[config.mk]
export PLATFORM = sky130hd
export DESIGN_NAME = peripheral_interrupt_flags_wake
export DESIGN_NICKNAME = d
export VERILOG_FILES = /design/src/peripheral_interrupt_flags_wake.v /design/src/wake_sequencer.v
export VERILOG_INCLUDE_DIRS = /design/src
export SDC_FILE = /design/constraint.sdc
export NUM_CORES = 1
export LEC_CHECK = 0
export BUFFER_PORTS_ARGS = -buffer_cell sky130_fd_sc_hd__buf_4
export CAP_MARGIN = 30
export CORE_MARGIN = 2
export CORE_UTILIZATION = 53
export CTS_CLUSTER_SIZE = 10
export DETAILED_ROUTE_END_ITERATION = 10
export GPL_TIMING_DRIVEN = 0
export PLACE_DENSITY = 0.73
export SYNTH_ARGS = -nofsm -noshare
export SYNTH_HDL_FRONTEND = slang
export SYNTH_SLANG_ARGS = --single-unit
[constraint.sdc]
create_clock -name sys_clk -period 5.05 [get_ports sys_clk]
set_input_delay 0 -clock sys_clk [delete_from_list [all_inputs] [get_ports sys_clk]]
set_output_delay 0 -clock sys_clk [all_outputs]
set_load 0.03 [all_outputs]
[src/irq_flags_regs.vh]
// Register offsets, reset values and timing counts for the interrupt block
`ifndef IRQ_FLAGS_REGS_VH
`define IRQ_FLAGS_REGS_VH

// ----------------------------------------------------------------------------
// Register map
// ----------------------------------------------------------------------------
`define ADDR_WIDTH 4
`define OFS_EVENT_FLAGS 4'h0
`define OFS_EVENT_ENABLES 4'h1
`define OFS_EVENT_PRIORITY 4'h2
`define OFS_PIN_FLAGS 4'h3
`define OFS_CORE_CTRL 4'h4
`define OFS_CORE_STATUS 4'h5
`define OFS_SOURCE_ENABLES 4'h6

// ----------------------------------------------------------------------------
// Fields and reset values
// ----------------------------------------------------------------------------
`define BIT_PIN_CHANGE 7
`define ENABLES_IMPL_MASK 8'hef
`define RST_EVENT_FLAGS 8'h00
`define RST_EVENT_ENABLES 8'h00
`define RST_EVENT_PRIORITY 8'hff
`define RST_PIN_FLAGS 8'h00
`define RST_CORE_CTRL 8'h00
`define BIT_GLOBAL_EN 0
`define BIT_CRYSTAL_MODE 1
`define BIT_SLEEP_REQ 2

// ----------------------------------------------------------------------------
// Timing
// ----------------------------------------------------------------------------
`define OST_OSC_PERIODS 1024
`define OST_CNT_WIDTH 11
`define FORCED_NOP_CYCLES 2
`define VECTOR_ADDR 16'h0004

`endif

[src/peripheral_interrupt_flags_wake.v]
// Peripheral interrupt flags, enables, priorities and wake-up control
`timescale 1ns/1ps
`default_nettype none
`include "irq_flags_regs.vh"

// Operation
// - Pin-change flag follows any per-pin flag
// - Enable bits gate requests; bit 4 reads zero
// - Priority bit selects high or low level
// - Crystal wake waits 1024 oscillator periods
// - Start-up wait after crystal-mode wake and every reset
// - Global enable set: vector to 0004h
// - Global enable clear: continue after sleep
module peripheral_interrupt_flags_wake #(
  parameter OST_CYCLES = `OST_OSC_PERIODS
) (
  input wire sys_clk,
  input wire rst_n,
  input wire [`ADDR_WIDTH-1:0] reg_addr,
  input wire [7:0] reg_wdata,
  input wire reg_wr,
  input wire reg_rd,
  output reg [7:0] reg_rdata,
  input wire [6:0] event_pulse,
  input wire [7:0] pin_change_pulse,
  input wire [7:0] source_req,
  output wire high_irq_req,
  output wire low_irq_req,
  output wire core_asleep,
  output wire core_ost_busy,
  output wire core_nop_slot,
  output wire core_vector_take,
  output wire core_resume_inline,
  output wire [15:0] core_vector_addr
);

  // --------------------------------------------------------------------------
  // Registers
  // --------------------------------------------------------------------------
  reg [6:0] event_flags_reg;
  reg [7:0] per_pin_change_flags_reg;
  reg [7:0] enables_reg;
  reg [7:0] priority_reg;
  reg [7:0] source_enables_reg;
  reg [7:0] core_ctrl_reg;
  reg [7:0] reg_rdata_next;
  reg [7:0] pin_sync1_reg;
  reg [7:0] pin_sync2_reg;
  reg [7:0] pin_sync3_reg;

  wire pin_change_event_flag;
  wire [7:0] peripheral_event_flags_0;
  wire [7:0] active_req;
  wire [7:0] source_gated;
  wire irq_pending;
  wire asleep;
  wire ost_busy;
  wire [7:0] core_status;
  wire [7:0] pin_agree;

  // Named views of register bits
  wire checksum_unit_event_flag;
  wire memory_scan_event_flag;
  wire nonvolatile_memory_event_flag;
  wire clock_switch_event_flag;
  wire oscillator_fail_event_flag;
  wire voltage_detect_event_flag;
  wire software_event_flag;

  wire logic_cell_irq_enable;
  wire waveform_gen_irq_enable;
  wire numeric_oscillator_irq_enable;
  wire capture_compare_irq_enable;
  wire second_timer_irq_enable;
  wire first_timer_gate_irq_enable;
  wire first_timer_irq_enable;
  wire [7:0] enable_vec;
  wire pin_change_priority;
  wire checksum_unit_priority;
  wire memory_scan_priority;
  wire nonvolatile_memory_priority;
  wire clock_switch_priority;
  wire oscillator_fail_priority;
  wire voltage_detect_priority;
  wire software_event_priority;
  wire [7:0] priority_vec;
  wire [7:0] high_active;
  wire [7:0] low_active;
  wire global_irq_enable;
  wire crystal_mode;
  wire sleep_req;

  function wr_hit;
    input [`ADDR_WIDTH-1:0] ofs;
    begin
      wr_hit = reg_wr && (reg_addr == ofs);
    end
  endfunction

  // --------------------------------------------------------------------------
  // Pin-change input synchroniser
  // --------------------------------------------------------------------------
  // Pulses come from pins; a change counts once stages two and three agree
  always @(posedge sys_clk) begin
    if (!rst_n) begin
      pin_sync1_reg <= 8'h00;
      pin_sync2_reg <= 8'h00;
      pin_sync3_reg <= 8'h00;
    end else begin
      pin_sync1_reg <= pin_change_pulse;
      pin_sync2_reg <= pin_sync1_reg;
      pin_sync3_reg <= pin_sync2_reg;
    end
  end

  assign pin_agree = pin_sync2_reg & pin_sync3_reg;

  // --------------------------------------------------------------------------
  // Event flags
  // --------------------------------------------------------------------------
  assign pin_change_event_flag = |per_pin_change_flags_reg;
  assign checksum_unit_event_flag = event_flags_reg[6];
  assign memory_scan_event_flag = event_flags_reg[5];
  assign nonvolatile_memory_event_flag = event_flags_reg[4];
  assign clock_switch_event_flag = event_flags_reg[3];
  assign oscillator_fail_event_flag = event_flags_reg[2];
  assign voltage_detect_event_flag = event_flags_reg[1];
  assign software_event_flag = event_flags_reg[0];
  // Summary bit on top; it has no storage of its own
  assign peripheral_event_flags_0 = {pin_change_event_flag,
    checksum_unit_event_flag, memory_scan_event_flag,
    nonvolatile_memory_event_flag, clock_switch_event_flag,
    oscillator_fail_event_flag, voltage_detect_event_flag,
    software_event_flag};

  always @(posedge sys_clk) begin
    if (!rst_n) begin
      event_flags_reg <= 7'h00;
    end else begin
      // Set wins over a simultaneous software clear; enables not consulted
      if (wr_hit(`OFS_EVENT_FLAGS)) begin
        event_flags_reg <= reg_wdata[6:0] | event_pulse;
      end else begin
        event_flags_reg <= event_flags_reg | event_pulse;
      end
    end
  end

  // Writing 0 clears a pin flag; the summary flag is never written
  always @(posedge sys_clk) begin
    if (!rst_n) begin
      per_pin_change_flags_reg <= `RST_PIN_FLAGS;
    end else begin
      if (wr_hit(`OFS_PIN_FLAGS)) begin
        per_pin_change_flags_reg <= (per_pin_change_flags_reg & reg_wdata)
          | pin_agree;
      end else begin
        per_pin_change_flags_reg <= per_pin_change_flags_reg | pin_agree;
      end
    end
  end

  // --------------------------------------------------------------------------
  // Enables and priorities
  // --------------------------------------------------------------------------
  always @(posedge sys_clk) begin
    if (!rst_n) begin
      enables_reg <= `RST_EVENT_ENABLES;
      priority_reg <= `RST_EVENT_PRIORITY;
      source_enables_reg <= `RST_EVENT_ENABLES;
    end else begin
      if (wr_hit(`OFS_EVENT_ENABLES)) begin
        enables_reg <= reg_wdata & `ENABLES_IMPL_MASK;
      end
      if (wr_hit(`OFS_EVENT_PRIORITY)) begin
        priority_reg <= reg_wdata;
      end
      if (wr_hit(`OFS_SOURCE_ENABLES)) begin
        source_enables_reg <= reg_wdata;
      end
    end
  end

  // --------------------------------------------------------------------------
  // Core control
  // --------------------------------------------------------------------------
  always @(posedge sys_clk) begin
    if (!rst_n) begin
      core_ctrl_reg <= `RST_CORE_CTRL;
    end else begin
      if (wr_hit(`OFS_CORE_CTRL)) begin
        core_ctrl_reg <= reg_wdata & 8'h07;
      end else if (asleep) begin
        // Sleep request is consumed once the sequencer is asleep
        core_ctrl_reg[`BIT_SLEEP_REQ] <= 1'b0;
      end
    end
  end

  // --------------------------------------------------------------------------
  // Named enable and priority bits
  // --------------------------------------------------------------------------
  assign logic_cell_irq_enable = enables_reg[7];
  assign waveform_gen_irq_enable = enables_reg[6];
  assign numeric_oscillator_irq_enable = enables_reg[5];
  assign capture_compare_irq_enable = enables_reg[3];
  assign second_timer_irq_enable = enables_reg[2];
  assign first_timer_gate_irq_enable = enables_reg[1];
  assign first_timer_irq_enable = enables_reg[0];
  // Bit 4 forced low here too, so a stray request there never passes
  assign enable_vec = {logic_cell_irq_enable, waveform_gen_irq_enable,
    numeric_oscillator_irq_enable, 1'b0, capture_compare_irq_enable,
    second_timer_irq_enable, first_timer_gate_irq_enable,
    first_timer_irq_enable};

  // One priority bit per flag; set means the high level
  assign pin_change_priority = priority_reg[7];
  assign checksum_unit_priority = priority_reg[6];
  assign memory_scan_priority = priority_reg[5];
  assign nonvolatile_memory_priority = priority_reg[4];
  assign clock_switch_priority = priority_reg[3];
  assign oscillator_fail_priority = priority_reg[2];
  assign voltage_detect_priority = priority_reg[1];
  assign software_event_priority = priority_reg[0];
  assign priority_vec = {pin_change_priority, checksum_unit_priority,
    memory_scan_priority, nonvolatile_memory_priority,
    clock_switch_priority, oscillator_fail_priority,
    voltage_detect_priority, software_event_priority};

  // Control bits handed to the wake sequencer
  assign global_irq_enable = core_ctrl_reg[`BIT_GLOBAL_EN];
  assign crystal_mode = core_ctrl_reg[`BIT_CRYSTAL_MODE];
  assign sleep_req = core_ctrl_reg[`BIT_SLEEP_REQ];

  // --------------------------------------------------------------------------
  // Request gating and priority routing
  // --------------------------------------------------------------------------
  assign active_req = peripheral_event_flags_0 & source_enables_reg;
  assign source_gated = source_req & enable_vec;
  assign irq_pending = (|active_req) | (|source_gated);
  assign high_active = active_req & priority_vec;
  assign low_active = active_req & ~priority_vec;
  assign high_irq_req = |high_active;
  // Enable-register sources have no priority bits; they ride low
  assign low_irq_req = (|low_active) | (|source_gated);

  // --------------------------------------------------------------------------
  // Wake sequencer
  // --------------------------------------------------------------------------
  wake_sequencer #(
    .OST_CYCLES(OST_CYCLES)
  ) u_wake (
    .sys_clk(sys_clk),
    .rst_n(rst_n),
    .sleep_req(sleep_req),
    .crystal_mode(crystal_mode),
    .global_irq_enable(global_irq_enable),
    .irq_pending(irq_pending),
    .asleep_reg(asleep),
    .ost_busy_reg(ost_busy),
    .nop_slot_reg(core_nop_slot),
    .vector_take_reg(core_vector_take),
    .resume_inline_reg(core_resume_inline),
    .vector_addr_reg(core_vector_addr)
  );

  assign core_asleep = asleep;
  assign core_ost_busy = ost_busy;
  assign core_status = {6'h00, ost_busy, asleep};

  // --------------------------------------------------------------------------
  // Read port
  // --------------------------------------------------------------------------
  always @* begin
    case (reg_addr)
      `OFS_EVENT_FLAGS: reg_rdata_next = peripheral_event_flags_0;
      `OFS_EVENT_ENABLES: reg_rdata_next = enables_reg;
      `OFS_EVENT_PRIORITY: reg_rdata_next = priority_reg;
      `OFS_PIN_FLAGS: reg_rdata_next = per_pin_change_flags_reg;
      `OFS_CORE_CTRL: reg_rdata_next = core_ctrl_reg;
      `OFS_CORE_STATUS: reg_rdata_next = core_status;
      `OFS_SOURCE_ENABLES: reg_rdata_next = source_enables_reg;
      default: reg_rdata_next = 8'h00;
    endcase
  end

  // Data valid only in the cycle after the strobe; zero otherwise
  always @(posedge sys_clk) begin
    if (!rst_n) begin
      reg_rdata <= 8'h00;
    end else if (reg_rd) begin
      reg_rdata <= reg_rdata_next;
    end else begin
      reg_rdata <= 8'h00;
    end
  end

endmodule // peripheral_interrupt_flags_wake

`default_nettype wire

[src/wake_sequencer.v]
// Sleep, oscillator start-up wait and wake-up vectoring sequencer
`timescale 1ns/1ps
`default_nettype none
`include "irq_flags_regs.vh"

module wake_sequencer #(
  parameter OST_CYCLES = `OST_OSC_PERIODS
) (
  input wire sys_clk,
  input wire rst_n,
  input wire sleep_req,
  input wire crystal_mode,
  input wire global_irq_enable,
  input wire irq_pending,
  output reg asleep_reg,
  output reg ost_busy_reg,
  output reg nop_slot_reg,
  output reg vector_take_reg,
  output reg resume_inline_reg,
  output reg [15:0] vector_addr_reg
);

  localparam ST_RUN = 5'b00001;
  localparam ST_SLEEP = 5'b00010;
  localparam ST_OST = 5'b00100;
  localparam ST_NOP = 5'b01000;
  localparam ST_DECIDE = 5'b10000;
  localparam [31:0] NOP_LAST = `FORCED_NOP_CYCLES - 1;

  reg [4:0] state_reg;
  reg [4:0] state_next;
  reg [`OST_CNT_WIDTH-1:0] cnt_reg;
  reg [`OST_CNT_WIDTH-1:0] cnt_next;
  reg ost_at_reset_reg;
  wire ost_done;

  assign ost_done = (cnt_reg == OST_CYCLES[`OST_CNT_WIDTH-1:0] - 11'h001);

  always @* begin
    state_next = state_reg;
    cnt_next = cnt_reg + 11'h001;
    case (state_reg)
      ST_RUN: begin
        cnt_next = 11'h000;
        if (sleep_req && !irq_pending) begin
          state_next = ST_SLEEP;
        end
      end
      ST_SLEEP: begin
        cnt_next = 11'h000;
        if (irq_pending) begin
          // Crystal modes wait; external clock and internal osc skip it
          state_next = crystal_mode ? ST_OST : ST_DECIDE;
        end
      end
      ST_OST: begin
        if (ost_done) begin
          cnt_next = 11'h000;
          state_next = ost_at_reset_reg ? ST_RUN : ST_DECIDE;
        end
      end
      ST_DECIDE: begin
        cnt_next = 11'h000;
        state_next = global_irq_enable ? ST_NOP : ST_RUN;
      end
      ST_NOP: begin
        if (cnt_reg == NOP_LAST[`OST_CNT_WIDTH-1:0]) begin
          cnt_next = 11'h000;
          state_next = ST_RUN;
        end
      end
      default: begin
        state_next = ST_RUN;
        cnt_next = 11'h000;
      end
    endcase
  end

  always @(posedge sys_clk) begin
    if (!rst_n) begin
      // Start-up wait after any reset; mode is not known yet, so apply it
      state_reg <= ST_OST;
      cnt_reg <= 11'h000;
      ost_at_reset_reg <= 1'b1;
      asleep_reg <= 1'b0;
      ost_busy_reg <= 1'b1;
      nop_slot_reg <= 1'b0;
      vector_take_reg <= 1'b0;
      resume_inline_reg <= 1'b0;
      vector_addr_reg <= 16'h0000;
    end else begin
      state_reg <= state_next;
      cnt_reg <= cnt_next;
      if (state_reg == ST_OST && ost_done) begin
        ost_at_reset_reg <= 1'b0;
      end
      asleep_reg <= (state_next == ST_SLEEP);
      ost_busy_reg <= (state_next == ST_OST);
      nop_slot_reg <= (state_next == ST_NOP);
      vector_take_reg <= (state_reg == ST_NOP) && (state_next == ST_RUN);
      resume_inline_reg <= (state_reg == ST_DECIDE) && !global_irq_enable;
      if ((state_reg == ST_NOP) && (state_next == ST_RUN)) begin
        vector_addr_reg <= `VECTOR_ADDR;
      end
    end
  end

endmodule // wake_sequencer

`default_nettype wire

==> qor.csv <==
metric;value;unit
result of the run;finished, final reports clean;
number of enable-type register cells in the synthesized netlist;0;
root buffer cell;clkbuf_8;
number of setup violations in the final report;0;
ratio of cells with drive above 1 in the final layout;17.7;%
GR Overflow Total;0;
arithmetic-cell share of the synthesized area counting full adders, half adders and majority gates;0.618;%
origin of the worst min-delay path;rst_n;
worst reg2reg path endpoint;u_wake.vector_take_reg$_SDFF_PN0_;
number of H-tree levels;3;
first-pass GRT wire length;17100;um
number of DRC violations after detailed routing;0;
unrepaired setup endpoints after global routing;false;
count of port buffers added during placement;48;
Core Area;7330;um^2
number of placed I/O pins;70;
HPWL after detailed placement;7660;um
last weighted congestion value of the routability-driven placer;0.961;
Power Dens Cells;330;nW/um^2
count of warnings emitted by yosys;0;
transition time at the pin with the least slew margin;0.799;ns
element type at the critical path end;flip-flop;
final hold violations;0;
Endpoint, Worst Hold;u_wake.state_reg[2]$_SDFF_PN1_;
number of buffers added by the clock tree synthesis step;9;
routed wire length;10600;um
Clock Latency Late Sink;0.36;ns
number of cells produced by synthesis;445;
detail-routed net length per standard cell;16.4;um
CP startpoint kind;primary input;
portion of the clock cycle consumed by the worst path in the final layout;41.4;%
number of fillers in the final layout;590;
share of flip-flops with an asynchronous set or reset;0;%
clock period minus worst slack;2.09;ns
Max rail drop VDD;227;uV
largest fanout on the critical path;9;
cell type with the highest aggregate area in the netlist;dfxtp_1;
maximum number of buffers from clock root to sink;2;
synthesized-area fraction occupied by and/or/nand/nor cells;26.0;%
switching power share of the total;27.9;%
most numerous cell types in the synthesized netlist;96 x dfxtp_1, 63 x nand2_1, 41 x nand3_1;
length of the first detailed-routing pass in iterations;5;
number of max-slew violations in the final report;0;
Clk pwr share;33.2;%
dominant combinational cell family by area after synthesis;simple AND/OR/NAND/NOR gates;
via count;3625;
via count of the first global-routing pass;3426;
TritonCTS clock tree;built;
total clock sinks;96;
number of antenna violations at the first check in global routing;0;
Switching Power;465;uW
worst path arrival time;2.34;ns
worst setup skew after layout;0.0126;ns
critical path class;in -> reg;
most instantiated flip-flop cell in the synthesis netlist;dfxtp_1;
critical path data required time;5.30;ns
number of cells on the worst reg-to-reg path;5;
width of the chip;91.4;um
Yosys top cell area share;47.5;%
power share of the sequential group;50.3;%
worst hold slack;0.0956;ns
via-per-instance ratio;5.60;
number of nets with antenna violations after detailed routing;0;
HP Class;in -> reg;
Initial DRC Count;287;
placed standard-cell area;4590;um^2
floorplan die area;8350;um^2
complex-gate fraction of the synthesized area;17.1;%
register bit count reported by yosys;96;
Cell Rows;31;
total number of nets in the final design;584;
chip height;91.4;um
cell-internal power;1200;uW
leakage power;0.00197;uW
fraction of synthesized area in multiplexers;2.22;%
All-Layer GR Usage;26.1;%
number of flip-flops in the largest register;11;
post-route design area;5050;um^2
effective utilization at floorplan;55.2;%
antenna diode instance count;0;
synthesis-to-finish area growth;24.8;%
top achievable clock speed;478;MHz
number of distinct library cell variants in the gate-level netlist after synthesis;52;
sequential share of the synthesized area;47.5;%
dominant cell by count in the synthesized netlist;dfxtp_1;
post-CTS resize count;0;
final-layout setup total negative slack;0;ns
Area contributors post-synth;dfxtp_1 47%, nand2_1 5.8%, nand3_1 5.1%;
largest net degree at the start of global routing;17;
count of maximum capacitance violations;0;
setup slack of the most critical reg-to-reg path;3.04;ns
cell area after synthesis;4050;um^2
relative slew slack;46.3;%
instance count along the most critical hold path;3;
clock transition at the register clock pins on the worst setup and hold paths after CTS;0.09;ns
xor/xnor share of the synthesized area;1.73;%
Mean Syn Cell Area;9.10;um^2
reg2reg start;per_pin_change_flags_reg[5]$_SDFF_PN0_;
part of the power in combinational logic;16.6;%
==> power groups by stage <==
stage | Sequential [uW] | Clock (uW) | Combinational, uW
2_1_floorplan | 862 | 0 | 161
3_3_place_gp | 853 | 0 | 254
3_5_place_dp | 854 | 0 | 258
4_1_cts | 837 | 561 | 274
5_1_grt | 844 | 591 | 300
6_report | 838 | 553 | 276
==> cell usage in the layout (no fill, tap or decap), types with 9 or more instances in the layout <==
cell type / instances
nand3_1: 41
and2_1: 28
conb_1: 15
nand2_1: 63
o21ai_0: 16
buf_4: 65
a22oi_1: 16
dfxtp_1: 96
clkbuf_1: 14
clkbuf_8: 9
a21boi_0: 26
nor2_1: 22
dlygate4sd3_1: 24
==> worst max-delay path: stages <==
cell           delay [ns]
clkbuf_1             0.19
nor4_4               0.61
nand2_1              0.43
mux2_2               0.38
o21a_1               0.16
dlygate4sd3_1        0.55
==> layer usage <==
metal | up-vias | part of all wire, % | global-route usage, %
met3 | 26 | 7.5 | 4.32
met1 | 1686 | 44 | 34.7
met5 | - | 0 | 0
met4 | 0 | 2.7 | 9.85
li1 | 1746 | - | -
met2 | 167 | 46 | 42.6
==> cell families (layout without fill, tap and decap cells) <==
| logic type | count (synthesis) | in the layout |
|---|---|---|
| other cells | 1 | 15 |
| compound gates | 96 | 96 |
| xor+xnor | 8 | 8 |
| fa+ha+maj | 2 | 2 |
| mux | 8 | 8 |
| buf+inv | 35 | 124 |
| simple gates | 199 | 199 |
| flops | 96 | 96 |
==> how the worst max path moves through the flow <==
stage | startpoint | end | slack [ns] | depth (start not counted)
after floorplan | per_pin_change_flags_reg[5]$_SDFF_PN0_ | u_wake.vector_take_reg$_SDFF_PN0_ | 3.30 | 5
final | reg_addr[3] | event_flags_reg[4]$_SDFF_PN0_ | 2.96 | 6
after global routing | reg_addr[3] | event_flags_reg[4]$_SDFF_PN0_ | 2.86 | 6
after CTS | reg_addr[3] | event_flags_reg[4]$_SDFF_PN0_ | 3.01 | 6
after global placement | reg_addr[3] | per_pin_change_flags_reg[6]$_SDFF_PN0_ | 3.03 | 5
after detailed placement | per_pin_change_flags_reg[5]$_SDFF_PN0_ | u_wake.vector_take_reg$_SDFF_PN0_ | 3.05 | 5
==> cell type report <==
| cell class | instances | area [um^2] | area share (%) |
|---|---|---|---|
| repair buffers | 73 | 608 | 12.0 |
| multi-input cells | 328 | 1980 | 39.3 |
| clock buffers | 10 | 128 | 2.53 |
| flip-flops and latches | 96 | 1920 | 38.0 |
| inverters | 2 | 7.51 | 0.149 |
| well taps | 99 | 124 | 2.45 |
| clock inverters | 6 | 90.1 | 1.78 |
| plain buffers | 33 | 188 | 3.72 |
==> per-stage QoR <==
stage	total power (uW)	instances	setup slack [ns]	util, %
6_report	1670	647	2.96	68.9
5_1_grt	1740	647	2.86	68.9
4_1_cts	1670	647	3.01	68.9
3_5_place_dp	1110	607	3.05	62.7
3_3_place_gp	1110	606	3.03	62.6
2_1_floorplan	1020	459	3.30	-
==> what timing repair did <==
action	4_1_cts	5_1_grt
endpoints found under the hold margin	41	0
hold buffers	24	0
buffers inserted	0	0
endpoints found under the setup margin	0	0
Power figures use the tool's default switching activity.
